## config.mk

```make
export PLATFORM = sky130hd
export DESIGN_NAME = pcmc_top
export DESIGN_NICKNAME = d
export VERILOG_FILES = /design/src/rtl/pcmc_pkg.sv /design/src/rtl/pcmc_mem.sv /design/src/rtl/pcmc_top.sv
export SDC_FILE = /design/constraint.sdc
export NUM_CORES = 1
export LEC_CHECK = 0
export ABC_CLOCK_PERIOD_IN_PS = 3400
export BUFFER_PORTS_ARGS = -buffer_cell sky130_fd_sc_hd__buf_2
export CAP_MARGIN = 20
export CORE_ASPECT_RATIO = 1.1
export CORE_UTILIZATION = 54
export CTS_BUF_LIST = sky130_fd_sc_hd__clkbuf_4
export CTS_CLUSTER_SIZE = 20
export DETAILED_ROUTE_END_ITERATION = 16
export PLACE_DENSITY = 0.77
export SYNTH_ARGS = -nofsm -noshare
export SYNTH_HDL_FRONTEND = slang
export SYNTH_HIERARCHICAL = 1
export SYNTH_SLANG_ARGS = --single-unit
```

## constraint.sdc

```tcl
create_clock -name pclk -period 3.4 [get_ports pclk]
set_input_delay 0.68 -clock pclk [delete_from_list [all_inputs] [get_ports pclk]]
set_output_delay 0.68 -clock pclk [all_outputs]
set_load 0.1 [all_outputs]
```

## src/rtl/pcmc_pkg.sv

```systemverilog
/*
 * Package for the parity and clock mode control block: register map,
 * field positions, reset values, three-level settings, elasticity buffer
 * marks and the character structs shared by the top and the memory.
 * Assumes a single 200 MHz reference clock (pclk) and an APB master.
 */

package pcmc_pkg;

   // ------------------------------------------------------------------
   // Register map
   // ------------------------------------------------------------------
   localparam int unsigned APB_AW = 12;
   localparam logic [11:0] CTRL_OFS = 12'h000;
   localparam logic [11:0] STATUS_OFS = 12'h004;
   localparam logic [11:0] INT_STAT_OFS = 12'h008;
   localparam logic [11:0] INT_MASK_OFS = 12'h00C;

   // Control register fields
   localparam int unsigned CTRL_W = 14;
   localparam int unsigned CTRL_DEVICE_RESET_N_BIT = 0;
   localparam int unsigned CTRL_PAR_LSB = 1;
   localparam int unsigned CTRL_TXCK_LSB = 3;
   localparam int unsigned CTRL_RXCK_LSB = 5;
   localparam int unsigned CTRL_DEC_LSB = 7;
   localparam int unsigned CTRL_TXOP_LSB = 9;
   localparam int unsigned CTRL_RANGE_LSB = 11;
   localparam int unsigned CTRL_HALF_BIT = 13;
   // Held in reset, codec on, rate range MID, everything else LOW
   localparam logic [13:0] CTRL_RESET = 14'h0A80;

   // Status register fields
   localparam int unsigned STATUS_LEVEL_LSB = 14;
   localparam int unsigned STATUS_STATE_LSB = 18;
   localparam int unsigned STATUS_INVALID_BIT = 21;

   // Interrupt status / mask bits
   localparam int unsigned INT_W = 5;
   localparam int unsigned INT_TX_PARITY = 0;
   localparam int unsigned INT_INSERT = 1;
   localparam int unsigned INT_DROP = 2;
   localparam int unsigned INT_OVERFLOW = 3;
   localparam int unsigned INT_UNDERFLOW = 4;
   localparam logic [4:0] INT_MASK_RESET = 5'h00;

   // ------------------------------------------------------------------
   // Elasticity buffer
   // ------------------------------------------------------------------
   localparam int unsigned EB_AW = 3;
   localparam logic [3:0] EB_DEPTH = 4'h8;
   localparam logic [3:0] EB_NOMINAL = 4'h4;
   localparam logic [3:0] EB_LOW_MARK = 4'h3;
   localparam logic [3:0] EB_HIGH_MARK = 4'h6;
   localparam logic [7:0] K28_5_CHAR = 8'hBC;
   localparam logic [2:0] K_STATUS = 3'h2;

   // ------------------------------------------------------------------
   // Types
   // ------------------------------------------------------------------
   typedef enum logic [1:0] {
      PCMC_LOW = 2'h0,
      PCMC_MID = 2'h1,
      PCMC_HIGH = 2'h2
   } pcmc_tri_t;

   typedef enum logic [2:0] {
      PCMC_EB_FILL = 3'b001,
      PCMC_EB_RUN = 3'b010,
      PCMC_EB_INSERT = 3'b100
   } pcmc_eb_state_t;

   typedef struct packed {
      logic [1:0] ctrl;
      logic [7:0] data;
   } pcmc_tx_char_t;

   typedef struct packed {
      logic framing;
      logic [2:0] status;
      logic [7:0] data;
   } pcmc_rx_char_t;

   typedef struct packed {
      logic half;
      pcmc_tri_t range;
      pcmc_tri_t txop;
      pcmc_tri_t dec;
      pcmc_tri_t rxck;
      pcmc_tri_t txck;
      pcmc_tri_t par;
   } pcmc_cfg_t;

endpackage

```

## src/rtl/pcmc_mem.sv

```systemverilog
/*
 * Small dual-port character store for the elasticity buffer.
 * One write port, one read port; read data come out of a register one
 * cycle after the read enable. Assumes no read and write of one address
 * in the same cycle (the pointer logic keeps them apart).
 */
`timescale 1ns/1ps
`default_nettype none

module pcmc_mem (
   input wire logic pclk,
   input wire logic presetn,
   input wire logic wr_en,
   input wire logic [pcmc_pkg::EB_AW-1:0] wr_addr,
   input wire pcmc_pkg::pcmc_rx_char_t wr_data,
   input wire logic rd_en,
   input wire logic [pcmc_pkg::EB_AW-1:0] rd_addr,
   output pcmc_pkg::pcmc_rx_char_t rd_data
);

   pcmc_pkg::pcmc_rx_char_t mem [0:(1 << pcmc_pkg::EB_AW)-1];

   // ------------------------------------------------------------------
   // Storage: array unreset, it is only read after being written
   // ------------------------------------------------------------------
   always_ff @(posedge pclk) begin
      if (wr_en) begin
         mem[wr_addr] <= wr_data;
      end
   end

   // Registered read port
   always_ff @(posedge pclk or negedge presetn) begin
      if (!presetn) begin
         rd_data <= '0;
      end else if (rd_en) begin
         rd_data <= mem[rd_addr];
      end
   end

endmodule // pcmc_mem

`default_nettype wire

```

## src/rtl/pcmc_top.sv

```systemverilog
/*
 * Parity and clock mode control for a serial transceiver parallel port.
 * Holds the static mode controls in APB registers, checks transmit parity,
 * generates receive parity, and runs a reference-clock elasticity buffer
 * that inserts filler characters or drops framing characters. Assumes pclk is the reference
 * clock, host and recovered streams are synchronous to it, and an APB
 * master that follows the usual two-phase protocol.
 */
// Added by the designer: the APB interface to the registers and the register addresses.
`timescale 1ns/1ps
`default_nettype none

module pcmc_top (
   input wire logic pclk,
   input wire logic presetn,
   input wire logic psel,
   input wire logic penable,
   input wire logic pwrite,
   input wire logic [pcmc_pkg::APB_AW-1:0] paddr,
   input wire logic [31:0] pwdata,
   output logic [31:0] prdata,
   output logic pready,
   output logic pslverr,
   output logic irq,
   input wire logic [7:0] transmit_char_in,
   input wire logic [1:0] transmit_ctrl_in,
   input wire logic transmit_parity_in,
   input wire logic transmit_valid_in,
   output logic transmit_ready_out,
   output pcmc_pkg::pcmc_tx_char_t encoder_char_out,
   output logic encoder_valid_out,
   input wire pcmc_pkg::pcmc_rx_char_t recovered_char_in,
   input wire logic recovered_valid_in,
   output logic [7:0] receive_char_out,
   output logic [2:0] receive_status_out,
   output logic receive_valid_out,
   output logic receive_parity_out,
   output logic receive_parity_out_oe,
   output logic delayed_reference_clock_out,
   output logic delayed_reference_clock_out_oe,
   output logic [1:0] serial_rate_range_select,
   output logic transmit_rate_select,
   output logic config_invalid_out,
   output logic device_active_out
);

   // ------------------------------------------------------------------
   // State
   // ------------------------------------------------------------------
   typedef struct packed {
      logic [pcmc_pkg::CTRL_W-1:0] ctrl;
      logic run;
      pcmc_pkg::pcmc_cfg_t cfg;
      logic cfg_invalid;
      logic [pcmc_pkg::INT_W-1:0] int_stat;
      logic [pcmc_pkg::INT_W-1:0] int_mask;
      logic irq;
      logic pready;
      logic pslverr;
      logic [31:0] prdata;
      logic tx_ready;
      pcmc_pkg::pcmc_tx_char_t tx_out;
      logic tx_valid;
      pcmc_pkg::pcmc_rx_char_t rx_out;
      logic rx_valid;
      logic rx_par;
      logic rx_par_oe;
      logic dclk;
      logic dclk_oe;
      pcmc_pkg::pcmc_eb_state_t eb_state;
      logic [pcmc_pkg::EB_AW:0] wptr;
      logic [pcmc_pkg::EB_AW:0] rptr;
      logic rd_pend;
   } pcmc_state_t;

   pcmc_state_t s_reg;
   pcmc_state_t s_next;

   logic mem_wr_en;
   logic mem_rd_en;
   pcmc_pkg::pcmc_rx_char_t mem_rd_data;

   logic apb_done;
   logic [pcmc_pkg::INT_W-1:0] ev;
   logic [pcmc_pkg::INT_W-1:0] w1c;
   logic [pcmc_pkg::EB_AW:0] level;
   logic enc_on;
   logic dec_on;
   logic eb_on;
   logic drop_now;
   logic insert_now;
   logic [10:0] tx_cover;
   logic [10:0] rx_cover;
   pcmc_pkg::pcmc_rx_char_t rx_sel;
   logic rx_sel_valid;

   // ------------------------------------------------------------------
   // Helpers
   // ------------------------------------------------------------------
   // Three-level decode; the unused fourth code reads as the open level
   function automatic pcmc_pkg::pcmc_tri_t tri_decode(input logic [1:0] v);
      case (v)
         2'h0: tri_decode = pcmc_pkg::PCMC_LOW;
         2'h2: tri_decode = pcmc_pkg::PCMC_HIGH;
         default: tri_decode = pcmc_pkg::PCMC_MID;
      endcase
   endfunction

   // Bit that makes the covered vector odd
   function automatic logic odd_fill(input logic [11:0] v);
      odd_fill = ~(^v);
   endfunction

   // ------------------------------------------------------------------
   // Elasticity buffer store
   // ------------------------------------------------------------------
   pcmc_mem u_mem (
      .pclk(pclk),
      .presetn(presetn),
      .wr_en(mem_wr_en),
      .wr_addr(s_reg.wptr[pcmc_pkg::EB_AW-1:0]),
      .wr_data(recovered_char_in),
      .rd_en(mem_rd_en),
      .rd_addr(s_reg.rptr[pcmc_pkg::EB_AW-1:0]),
      .rd_data(mem_rd_data)
   );

   // ------------------------------------------------------------------
   // Next-state logic
   // ------------------------------------------------------------------
   always_comb begin
      s_next = s_reg;
      ev = '0;
      w1c = '0;
      mem_wr_en = 1'b0;
      mem_rd_en = 1'b0;
      insert_now = 1'b0;
      rx_sel = '0;
      rx_sel_valid = 1'b0;

      // APB slave: one wait state, access completes when pready is high
      apb_done = psel && penable && s_reg.pready;
      s_next.pready = psel && penable && !s_reg.pready;
      if (psel && penable && !s_reg.pready) begin
         s_next.pslverr = 1'b0;
         s_next.prdata = '0;
         case (paddr)
            pcmc_pkg::CTRL_OFS: s_next.prdata = {18'h00000, s_reg.ctrl};
            pcmc_pkg::STATUS_OFS: begin
               s_next.prdata = {10'h000, s_reg.cfg_invalid, s_reg.eb_state,
                                s_reg.wptr - s_reg.rptr, s_reg.cfg, s_reg.run};
            end
            pcmc_pkg::INT_STAT_OFS: s_next.prdata = {27'h0000000, s_reg.int_stat};
            pcmc_pkg::INT_MASK_OFS: s_next.prdata = {27'h0000000, s_reg.int_mask};
            default: s_next.pslverr = 1'b1; // Unmapped address
         endcase
      end
      if (apb_done && pwrite) begin
         case (paddr)
            pcmc_pkg::CTRL_OFS: s_next.ctrl = pwdata[pcmc_pkg::CTRL_W-1:0];
            pcmc_pkg::INT_STAT_OFS: w1c = pwdata[pcmc_pkg::INT_W-1:0];
            pcmc_pkg::INT_MASK_OFS: s_next.int_mask = pwdata[pcmc_pkg::INT_W-1:0];
            default: ;
         endcase
      end

      // Device reset bit sampled on the clock; while low the static
      // controls follow the register, once high they are frozen
      s_next.run = s_reg.ctrl[pcmc_pkg::CTRL_DEVICE_RESET_N_BIT];
      if (!s_reg.run) begin
         s_next.cfg.par = tri_decode(s_reg.ctrl[pcmc_pkg::CTRL_PAR_LSB +: 2]);
         s_next.cfg.txck = tri_decode(s_reg.ctrl[pcmc_pkg::CTRL_TXCK_LSB +: 2]);
         s_next.cfg.rxck = tri_decode(s_reg.ctrl[pcmc_pkg::CTRL_RXCK_LSB +: 2]);
         s_next.cfg.dec = tri_decode(s_reg.ctrl[pcmc_pkg::CTRL_DEC_LSB +: 2]);
         s_next.cfg.txop = tri_decode(s_reg.ctrl[pcmc_pkg::CTRL_TXOP_LSB +: 2]);
         s_next.cfg.range = tri_decode(s_reg.ctrl[pcmc_pkg::CTRL_RANGE_LSB +: 2]);
         s_next.cfg.half = s_reg.ctrl[pcmc_pkg::CTRL_HALF_BIT];
      end
      // Only flagged: the PLL side owns this combination
      s_next.cfg_invalid = (s_reg.cfg.range == pcmc_pkg::PCMC_LOW) && s_reg.cfg.half;

      enc_on = s_reg.cfg.txop != pcmc_pkg::PCMC_LOW;
      dec_on = s_reg.cfg.dec != pcmc_pkg::PCMC_LOW;

      // Transmit parity coverage; a mixed codec setting uses the encoder's side
      case (s_reg.cfg.par)
         pcmc_pkg::PCMC_MID: begin
            tx_cover = enc_on ? {transmit_parity_in, 2'b00, transmit_char_in}
                              : {transmit_parity_in, transmit_ctrl_in, transmit_char_in};
         end
         pcmc_pkg::PCMC_HIGH: tx_cover = {transmit_parity_in, transmit_ctrl_in, transmit_char_in};
         default: tx_cover = '0;
      endcase

      // Transmit capture on the reference clock only
      s_next.tx_ready = s_next.run && (s_next.cfg.txck == pcmc_pkg::PCMC_LOW);
      s_next.tx_valid = s_reg.tx_ready && transmit_valid_in;
      if (s_reg.tx_ready && transmit_valid_in) begin
         s_next.tx_out = {transmit_ctrl_in, transmit_char_in};
         // Odd parity holds when the fill bit over the whole vector is zero
         if (s_reg.cfg.par != pcmc_pkg::PCMC_LOW && odd_fill({1'b0, tx_cover})) begin
            ev[pcmc_pkg::INT_TX_PARITY] = 1'b1;
         end
      end

      // Elasticity buffer
      level = s_reg.wptr - s_reg.rptr;
      eb_on = s_reg.run && (s_reg.cfg.rxck == pcmc_pkg::PCMC_LOW);
      // Only a framing character may be dropped, and only at or above the high mark
      drop_now = eb_on && recovered_valid_in && recovered_char_in.framing &&
                 (level >= pcmc_pkg::EB_HIGH_MARK);
      if (eb_on && recovered_valid_in && !drop_now) begin
         if (level == pcmc_pkg::EB_DEPTH) begin
            ev[pcmc_pkg::INT_OVERFLOW] = 1'b1;
         end else begin
            mem_wr_en = 1'b1;
         end
      end
      ev[pcmc_pkg::INT_DROP] = drop_now;

      if (eb_on) begin
         case (s_reg.eb_state)
            pcmc_pkg::PCMC_EB_FILL: begin
               // Start reading once the nominal offset has built up
               if (level >= pcmc_pkg::EB_NOMINAL) begin
                  s_next.eb_state = pcmc_pkg::PCMC_EB_RUN;
               end
            end
            pcmc_pkg::PCMC_EB_RUN: begin
               insert_now = s_reg.rd_pend && mem_rd_data.framing &&
                            (level < pcmc_pkg::EB_LOW_MARK);
               if (insert_now) begin
                  s_next.eb_state = pcmc_pkg::PCMC_EB_INSERT;
               end else if (level != '0) begin
                  mem_rd_en = 1'b1;
               end else begin
                  ev[pcmc_pkg::INT_UNDERFLOW] = 1'b1;
               end
            end
            pcmc_pkg::PCMC_EB_INSERT: begin
               s_next.eb_state = pcmc_pkg::PCMC_EB_RUN;
               mem_rd_en = level != '0;
            end
            default: s_next.eb_state = pcmc_pkg::PCMC_EB_FILL;
         endcase
         if (s_reg.rd_pend) begin
            rx_sel = mem_rd_data;
            rx_sel_valid = 1'b1;
         end else if (s_reg.eb_state == pcmc_pkg::PCMC_EB_INSERT) begin
            // Filler character right behind the framing character
            rx_sel = {1'b0, pcmc_pkg::K_STATUS, pcmc_pkg::K28_5_CHAR};
            rx_sel_valid = 1'b1;
            ev[pcmc_pkg::INT_INSERT] = 1'b1;
         end
         s_next.wptr = s_reg.wptr + {3'b000, mem_wr_en};
         s_next.rptr = s_reg.rptr + {3'b000, mem_rd_en};
         s_next.rd_pend = mem_rd_en;
      end else begin
         // Buffer off: pointers parked, recovered stream passes straight on
         s_next.eb_state = pcmc_pkg::PCMC_EB_FILL;
         s_next.wptr = '0;
         s_next.rptr = '0;
         s_next.rd_pend = 1'b0;
         rx_sel = recovered_char_in;
         rx_sel_valid = s_reg.run && recovered_valid_in;
      end

      // Receive output register and parity generation
      s_next.rx_valid = rx_sel_valid;
      if (rx_sel_valid) begin
         s_next.rx_out = rx_sel;
      end
      case (s_reg.cfg.par)
         pcmc_pkg::PCMC_MID: begin
            rx_cover = dec_on ? {3'b000, s_next.rx_out.data}
                              : {1'b0, s_next.rx_out.status[1:0], s_next.rx_out.data};
         end
         pcmc_pkg::PCMC_HIGH: rx_cover = {s_next.rx_out.status, s_next.rx_out.data};
         default: rx_cover = '0;
      endcase
      s_next.rx_par = odd_fill({1'b0, rx_cover});
      s_next.rx_par_oe = s_reg.run && (s_reg.cfg.par != pcmc_pkg::PCMC_LOW);

      // Half-rate copy of the reference clock, driven only in buffered mode
      s_next.dclk = eb_on ? !s_reg.dclk : 1'b0;
      s_next.dclk_oe = eb_on;

      // Held device: clear the datapath state
      if (!s_reg.run) begin
         s_next.tx_out = '0;
         s_next.tx_valid = 1'b0;
         s_next.rx_out = '0;
         s_next.rx_valid = 1'b0;
      end

      // Sticky interrupts: a new event wins over a same-cycle clear
      s_next.int_stat = (s_reg.int_stat & ~w1c) | ev;
      s_next.irq = |(s_next.int_stat & s_next.int_mask);
   end

   // ------------------------------------------------------------------
   // State register
   // ------------------------------------------------------------------
   always_ff @(posedge pclk or negedge presetn) begin
      if (!presetn) begin
         s_reg <= '0;
         s_reg.ctrl <= pcmc_pkg::CTRL_RESET;
         s_reg.cfg.dec <= pcmc_pkg::PCMC_MID;
         s_reg.cfg.txop <= pcmc_pkg::PCMC_MID;
         s_reg.cfg.range <= pcmc_pkg::PCMC_MID;
         s_reg.int_mask <= pcmc_pkg::INT_MASK_RESET;
         s_reg.eb_state <= pcmc_pkg::PCMC_EB_FILL;
      end else begin
         s_reg <= s_next;
      end
   end

   // ------------------------------------------------------------------
   // Outputs, all straight from the state register
   // ------------------------------------------------------------------
   assign prdata = s_reg.prdata;
   assign pready = s_reg.pready;
   assign pslverr = s_reg.pslverr;
   assign irq = s_reg.irq;
   assign transmit_ready_out = s_reg.tx_ready;
   assign encoder_char_out = s_reg.tx_out;
   assign encoder_valid_out = s_reg.tx_valid;
   assign receive_char_out = s_reg.rx_out.data;
   assign receive_status_out = s_reg.rx_out.status;
   assign receive_valid_out = s_reg.rx_valid;
   assign receive_parity_out = s_reg.rx_par;
   assign receive_parity_out_oe = s_reg.rx_par_oe;
   assign delayed_reference_clock_out = s_reg.dclk;
   assign delayed_reference_clock_out_oe = s_reg.dclk_oe;
   assign serial_rate_range_select = s_reg.cfg.range;
   assign transmit_rate_select = s_reg.cfg.half;
   assign config_invalid_out = s_reg.cfg_invalid;
   assign device_active_out = s_reg.run;

endmodule // pcmc_top

`default_nettype wire

```

# --- Word-level counts from Yosys, hierarchy flattened ---
# Memories as Yosys holds them, arrays and structs flattened. A register that Yosys moved wholly into a read port is not among the register bits.
# Cells that the tools add are included.
classes:
  add_sub_neg: 3
  order_cmp: 3
  n_eq_ne: 18
  n_mux: 50
  bitwise: 6
  n_reduce_logical: 41
ops:
  columns: ["operator", "n"]
  rows:
  - ["22-bit one-hot mux with 4 select lines", 1]
  - ["12-bit 2-to-1 mux", 4]
  - ["11-bit one-hot mux with 2 select lines", 2]
  - ["10-bit 2-to-1 mux", 4]
  - ["12-bit by 4-bit == test with 1-bit output (second input constant)", 2]
  - ["24-bit 2-to-1 mux", 1]
  - ["2-bit one-hot mux with 2 select lines", 6]
  - ["12-bit parity", 2]
  - ["1-bit 2-to-1 mux", 23]
  - ["5-bit 2-to-1 mux", 4]
  - ["2-bit logical NOT", 9]
  - ["1-bit logical AND", 17]
  - ["2-bit == test (second input constant)", 7]
  - ["12-bit by 3-bit == test with 1-bit output (second input constant)", 1]
  - ["12-bit logical NOT", 1]
  - ["5-bit bitwise AND", 2]
  - ["3-bit one-hot mux with 3 select lines", 1]
  - ["4-bit by 1-bit adder with 4-bit output", 2]
  - ["4-bit by 3-bit greater-or-equal comparator with 1-bit output (second input constant)", 2]
  - ["3-bit 2-to-1 mux", 2]
  - ["3-bit inequality test (second input constant)", 2]
  - ["2-bit nonzero test", 3]
  - ["5-bit inverter", 1]
  - ["5-bit OR", 1]
  - ["16 further kinds", 21]
word_totals:
  regBits: 114
  mem_bits_rw: 96
  input_bits: 74
  out_inout_bits: 68
  n_memories: 1
mem_list:
  columns: ["memory", "words", "width", "rd", "rd_ports_with_merged_regs", "wr", "line", "source"]
  rows:
  - ["u_mem.mem", 8, 12, 1, 1, 1, "pcmc_mem.sv:21", "pcmc_pkg::pcmc_rx_char_t mem [0:(1 << pcmc_pkg::EB_AW)-1];"]

# --- Longest topological paths before layout ---
# Gate-level depths: netlist of run 1.
logic_depth:
  ltp_word: 11
  ltp_mapped: 14

# --- Modules after synthesis ---
# The synthesis of run 1 kept the hierarchy.
by_module_without_submodules:
  columns: ["module", "n_inst", "cells_each", "area_per_inst_um2", "seq_area_each_um2"]
  rows:
  - ["pcmc_top", 1, 526, 5417.7, 2611.3]
  - ["pcmc_mem", 1, 246, 4281.6, 3183.1]

# --- Least setup slack after synthesis of run 1 ---
# OpenSTA, ideal clock, no wires.
synth_timing:
  kind: "reg2reg"
  from: "register s_reg (netlist bit device_active_out)"
  to: "memory u_mem/mem[0][0] (netlist bit), enable pin"
  setup_ns: 0.396
  t_arrival_ns: 3.021
  required_time_ns: 3.004
  path_slack_ns: -0.018
  stages_incl_launch_ff: 7
  n_path_buf: 1
  path_cell_list: "dfrtp_1 > or3b_1 > inv_2 > clkbuf_1 > o2111a_1 > nand2b_1 > nor3_1"
synth_via:
  elab_chain_len: 9
synth_lines:
  columns: ["element", "line", "source"]
  rows:
  - ["from (decl)", "pcmc_top.sv:76", "pcmc_state_t s_reg;"]
  - ["from (signal assigned)", "pcmc_top.sv:314", "s_reg <= s_next;"]
  - ["1-bit logical AND *", "pcmc_top.sv:208", "eb_on = s_reg.run && (s_reg.cfg.rxck == pcmc_pkg::PCMC_LOW);"]
  - ["net eb_on", "pcmc_top.sv:89", "logic eb_on;"]
  - ["1-bit logical AND *", "pcmc_top.sv:210, pcmc_top.sv:212", null]
  - ["1-bit logical AND (2 in series)", "pcmc_top.sv:210", "drop_now = eb_on && recovered_valid_in && recovered_char_in.framing &&"]
  - ["1-bit logical NOT", "pcmc_top.sv:212", "if (eb_on && recovered_valid_in && !drop_now) begin"]
  - ["1-bit logical AND *", "pcmc_top.sv:212", null]
  - ["1-bit 2-to-1 mux *", "pcmc_top.sv:212", null]
  - ["net mem_wr_en", "pcmc_top.sv:79", "logic mem_wr_en;"]
  - ["1-bit 2-to-1 mux *", "pcmc_mem.sv:27", "if (wr_en) begin"]
  - ["1-bit 2-to-1 mux (implied by the code) *", "pcmc_mem.sv:28", "mem[wr_addr] <= wr_data;"]
  - ["to (decl)", "pcmc_mem.sv:21", null]
# The timed path passes the listed nets; every way through them passes the cells marked *.

==> results_dict.tcl, run 1 <==
set metrics [dict create \
    status "finished clean" \
    num_vias 6271 \
    period_minus_slack_ps 2940 \
    relSlewSlack_pct 40.2 \
    io_buffers 113 \
    path_max_fanout 14 \
    cp_data_arrival_time_ps 3490 \
    cts.path.max_buffers 3 \
    synth_top_area_share_pct 29.7 \
    path_clk_slew_ps 70 \
    avgViaCountPerCell 5.37 \
    setup_violations 0 \
    worst_r2r_path_depth 8 \
    track_usage_pct 22.6 \
    leakage_nw 4.81 \
    htreeDepth 2 \
    setup_ws_ps 460 \
    hold_depth 2 \
    min_to "s_reg[114]" \
    skew_ps 56.0 \
    peakVddDrop_mv 0.482 \
    ys_async_sr_fraction_pct 54.7 \
    maxCapViolations 0 \
    synth_cells 772 \
    hold_viol_final 0 \
    slew_violations 0 \
    placed_area_um2 10200 \
    yosys.area.top_type "edfxtp_1" \
    synth_seq_cells 212 \
    clk_latency_ps 680 \
    power.density_nw_per_um2 785 \
    grt_setup_unrepaired "false" \
    r2r_start "s_reg[9]" \
    worst_pin_slew_ps 896 \
    ys_top_cells_by_count "dfrtp_1 (109), edfxtp_1 (96), nand2_1 (80)" \
    cts_tree "built" \
    worstSetupEndpointType "flop" \
    post-cts-setup-buffers 0 \
    routed_wl_um 19900 \
    rows 51 \
    cp_top_family "multiplexers" \
    synthFlopType "dfrtp_1" \
    finalNetCount 972 \
    core_um2 17600 \
    grt_pass1_vias 6322 \
    clock-sinks 212 \
    grt_remaining_overflow 0 \
    largest_reg_flops 96 \
    hold_start "pwdata[13]" \
    ff2ff_setup_slack_ps 460 \
    cp_num_buf_inv 0 \
    dp_slack_ps 423 \
    fmax_ghz 0.340 \
    avgSynthCellArea_um2 12.6 \
    synth.distinct_cells 67 \
    dieHeight_um 143 \
    cp.required_ps 3950 \
    yosysMostFrequentCell "dfrtp_1" \
    die-area_um2 18500 \
    final.setup.tns_ps 0 \
    synth_edf_count 96 \
    gp_congestion 0.874 \
    synth_seq_area_share_pct 59.7 \
    min_path_type "input pin to flop" \
    dp_hpwl_um 13500 \
    cts_buffers 52 \
    detail_route.first_pass.iterations 5 \
    grt_max_degree 72 \
    crit_slowest_cell "o311ai_4" \
    synth_area_leaders "edfxtp_1 (30%), dfrtp_1 (28%), buf_4 (4.4%)" \
    layout-drive-gt1-share_pct 28.2 \
    first_iter_violations 345 \
    start_util_pct 55.1 \
    root_buffer "clkbuf_4" \
    drtAntennaViolNets 0 \
    start_kind "flop" \
    synth_warnings 6 \
    slowest_delay_ps 680 \
    stdcell_area_um2 10900 \
    path_class "flop to flop" \
    netlist_area_um2 9700 \
    antenna_found_initial 1 \
    fin_crit_sh_pct 86.5 \
    final_util_pct 61.8 \
    ios 142 \
    area_growth_pct 12.2 \
    drc 0 \
    die_x_um 130 \
    grt_first_pass_wirelength_um 32000 \
    crit_chain "nor3b_4, o311ai_4, mux2i_1, xor2_1, xnor2_1, xnor2_1, mux2i_1, mux2_1" \
    r2r-end "receive_parity_out" \
    wl_per_cell_um 17.1 \
]
## where the power goes
group          leakage (nW)  internal [mW]  switching [mW]
Combinational          2.08           1.04            2.06
Sequential             2.34           3.12           0.238
Clock                 0.391           1.04            1.04
Total                  4.81           5.21            3.34
## through the flow
stage / hold WS (ps) / std cells / power [mW]
2_1_floorplan: 375 / 781 / 6.01
3_3_place_gp: 411 / 1070 / 6.46
3_5_place_dp: 418 / 1070 / 6.52
4_1_cts: 173 / 1167 / 8.62
5_1_grt: 193 / 1168 / 9.04
6_report: 234 / 1168 / 8.54
## cell type report
| class | count | area [um2] |
|---|---|---|
| clock buffer | 76 | 571 |
| sequential | 212 | 5800 |
| clock inverter | 20 | 98.8 |
| antenna | 1 | 2.50 |
| fill | 1392 | 6730 |
| inverter | 22 | 82.6 |
| timing repair buffer | 139 | 778 |
| multi-input combinational | 460 | 3260 |
| tap | 238 | 298 |
## what timing repair did
item	CTS	global route
hold endpoints to repair	20	0
resized for setup	0	0
hold buffers	1	0
endpoints found under the setup margin	0	0
## worst register-to-register path, stage by stage, from the launching register on
cell and delay [ps]:
dfstp_2 620, nor3b_4 80, o311ai_4 680, mux2i_1 350, xor2_1 210, xnor2_1 150
xnor2_1 160, mux2i_1 230, mux2_1 340
## worst max path at each step
| stage | from | to | slack, ps | cells past startpoint |
|---|---|---|---|---|
| floorplan | device_active_out | u_mem/mem[1][0] | 300 | 6 |
| global placement | recovered_valid_in | receive_parity_out | 430 | 9 |
| detailed placement | recovered_valid_in | receive_parity_out | 420 | 9 |
| CTS | s_reg[92] | receive_parity_out | 440 | 8 |
| global route | s_reg[6] | u_mem/mem[2][9] | 190 | 10 |
| finish | s_reg[9] | receive_parity_out | 460 | 8 |
## layout by cell type, fill, tap and decap left out, drive strengths merged, types with 7 or more instances in the layout
| cell type | count |
|---|---|
| clkinv | 19 |
| nor3 | 7 |
| ha | 10 |
| mux2i | 43 |
| a41o | 13 |
| edfxtp | 96 |
| conb | 10 |
| inv | 21 |
| a21oi | 15 |
| a22oi | 23 |
| a21boi | 12 |
| mux2 | 26 |
| o21ai | 29 |
| xnor2 | 16 |
| dfrtp | 109 |
| and2 | 12 |
| a211o | 12 |
| and3 | 7 |
| xor2 | 7 |
| nor2b | 28 |
| nand2b | 11 |
| dfstp | 7 |
| clkbuf | 76 |
| buf | 138 |
| nand2 | 80 |
| nor2 | 23 |
| nand3 | 20 |
## metal layers
layer	global-route usage [%]	vias up	wire length, um
li1	-	2972	-
met1	28.8	3042	8310
met2	36.7	220	9870
met3	5.38	37	1200
met4	9.67	0	537
met5	0	-	0
## logic make-up after synthesis
family                     Yosys count  synth area share, %
DFF                                212                 59.7
and+or+nand+nor                    211                 11.1
other                                1               0.0387
muxes                               69                 7.49
xor gates and xnor gates            24                 2.31
buffers and inverters              109                 7.25
AOI/OAI and AO/OA                  135                 10.5
adders and majority gates           11                 1.50
Note: power is estimated with default switching activity, not from simulation.
==> run 2, diff against run 1 <==
--- a/config.mk
+++ b/config.mk
@@ -9,11 +9,11 @@
 export BUFFER_PORTS_ARGS = -buffer_cell sky130_fd_sc_hd__buf_2
 export CAP_MARGIN = 20
 export CORE_ASPECT_RATIO = 1.1
-export CORE_UTILIZATION = 54
+export CORE_UTILIZATION = 30
 export CTS_BUF_LIST = sky130_fd_sc_hd__clkbuf_4
 export CTS_CLUSTER_SIZE = 20
 export DETAILED_ROUTE_END_ITERATION = 16
-export PLACE_DENSITY = 0.77
+export PLACE_DENSITY = 0.47
 export SYNTH_ARGS = -nofsm -noshare
 export SYNTH_HDL_FRONTEND = slang
 export SYNTH_HIERARCHICAL = 1
==> results_dict.tcl, run 2 (same netlist as run 1, synthesis figures left out) <==
set metrics [dict create \
    grt_max_degree 62 \
    cp_top_family "multiplexers" \
    p_comb_share_pct 36.1 \
    min_path_type "input pin to flop" \
    finalNetCount 978 \
    use_met1_pct 17.9 \
    io_buffers 113 \
    core_um2 31600 \
    drtAntennaViolNets 0 \
    p_int_mw 5.45 \
    skew_ps 59.8 \
    cp_data_arrival_time_ps 3510 \
    antenna_found_initial 1 \
    dp_hpwl_um 15600 \
    ios 142 \
    wl_per_cell_um 17.1 \
    crit_chain "or2_4, o311ai_4, mux2i_1, xor2_1, xnor2_1, xnor2_1, mux2i_1, mux2_1" \
    path_class "flop to flop" \
    cp.required_ps 3920 \
    path_clk_slew_ps 70 \
    stdcell_area_um2 11200 \
    r2r-end "receive_parity_out" \
    use_met2_pct 23.9 \
    grt_setup_unrepaired "false" \
    use_met3_pct 4.17 \
    final_cells 1360 \
    num_vias 6218 \
    relSlewSlack_pct 39.3 \
    placed_area_um2 10400 \
    worstSetupEndpointType "flop" \
    hold_start "pwdata[13]" \
    peakVddDrop_mv 0.403 \
    fin_crit_sh_pct 87.7 \
    r2r_start "s_reg[91]" \
    min_to "s_reg[114]" \
    area_growth_pct 15.5 \
    gp_congestion 0.731 \
    leakage_nw 4.89 \
    dpl.cell_count 1254 \
    cts_tree "built" \
    fmax_ghz 0.335 \
    clock-sinks 212 \
    busiest_layer "met2" \
    cp_num_buf_inv 0 \
    cts-resized-gates 0 \
    crit_slowest_cell "o311ai_4" \
    fillers 3182 \
    detail_route.first_pass.iterations 4 \
    p_switching_mw 3.40 \
    cts.path.max_buffers 3 \
    power.density_nw_per_um2 790 \
    cts_buffers 56 \
    final_common_cell "buf_2" \
    routed_wl_um 23200 \
    largest_reg_flops 96 \
    period_minus_slack_ps 2980 \
    die-area_um2 33100 \
    die_x_um 173 \
    status "finished clean" \
    hold_ws_ps 207 \
    start_util_pct 30.7 \
    grt_pass1_vias 6477 \
    dieHeight_um 191 \
    post-cts-setup-buffers 0 \
    slew_violations 0 \
    cts_hold_buf 1 \
    dp_slack_ps 419 \
    drc 0 \
    clk_latency_ps 690 \
    setup_violations 0 \
    final.setup.tns_ps 0 \
    avgViaCountPerCell 4.57 \
    htreeDepth 2 \
    final_util_pct 35.5 \
    p_clk_share_pct 26.0 \
    maxCapViolations 0 \
    setup_ws_ps 418 \
    ff2ff_setup_slack_ps 420 \
    track_usage_pct 14.4 \
    worst_pin_slew_ps 909 \
    finalPower_mw 8.86 \
    grt_first_pass_wirelength_um 37000 \
    rows 68 \
    layout-drive-gt1-share_pct 29.9 \
    grt_remaining_overflow 0 \
    slowest_delay_ps 630 \
    first_iter_violations 246 \
    mostFrequentLayoutCells "buf_2 (112), dfrtp_1 (108), edfxtp_1 (96), clkbuf_4 (95), nand2_1 (80)" \
    start_kind "flop" \
    hold_depth 2 \
    switching_share_pct 38.4 \
    hold_viol_final 0 \
    p_seq_share_pct 37.9 \
    worst_r2r_path_depth 8 \
    path_max_fanout 14 \
    root_buffer "clkbuf_4" \
]
==> run 2: changes by cell type in the layout (fill, tap and decap cells not counted), sizes merged <==
cell,previous run,this run
inv,21,23
clkinvlp,2,0
clkinv,19,8
clkbuf,76,95
buf,138,140
==> run 2: worst max path at each step <==
stage / startpoint / end / slack, ps / depth (start not counted)
CTS: s_reg[91] / receive_parity_out / 380 / 8
floorplan: device_active_out / u_mem/mem[1][0] / 300 / 6
global route: s_reg[91] / receive_parity_out / 180 / 8
global placement: s_reg[91] / receive_parity_out / 440 / 8
detailed placement: recovered_valid_in / receive_parity_out / 420 / 9
finish: s_reg[91] / receive_parity_out / 420 / 8
==> run 2: power by group through the flow <==
stage | clock network (mW) | registers [mW] | logic [mW]
floorplan | 0 | 3.40 | 2.60
global placement | 0 | 3.40 | 3.23
detailed placement | 0 | 3.41 | 3.24
CTS | 2.40 | 3.36 | 3.26
global route | 2.53 | 3.40 | 3.49
finish | 2.31 | 3.35 | 3.20
==> run 2: cell type report <==
class | count | area [um2] | share of cell area [%]
tap | 420 | 526 | 4.69
inverter | 22 | 82.6 | 0.737
multi-input combinational | 460 | 3260 | 29.1
clock inverter | 9 | 45.0 | 0.402
timing repair buffer | 141 | 781 | 6.97
sequential | 212 | 5800 | 51.7
clock buffer | 95 | 713 | 6.37
antenna | 1 | 2.50 | 0.0223
==> run 2: worst reg2reg max path, delay by kind of cell (launching register included) <==
| kind | cells | cell delay, ps |
|---|---|---|
| XOR/XNOR | 3 | 530 |
| AO/OA/AOI/OAI | 1 | 630 |
| multiplexers | 3 | 890 |
| flip-flops | 1 | 460 |
| AND/OR/NAND/NOR | 1 | 310 |
==> run 2: per-layer routing <==
layer  routed length [um]  share of wire, %
met4                  423               1.8
met1                10300                45
met3                 1320               5.7
met5                    0                 0
met2                11100                48
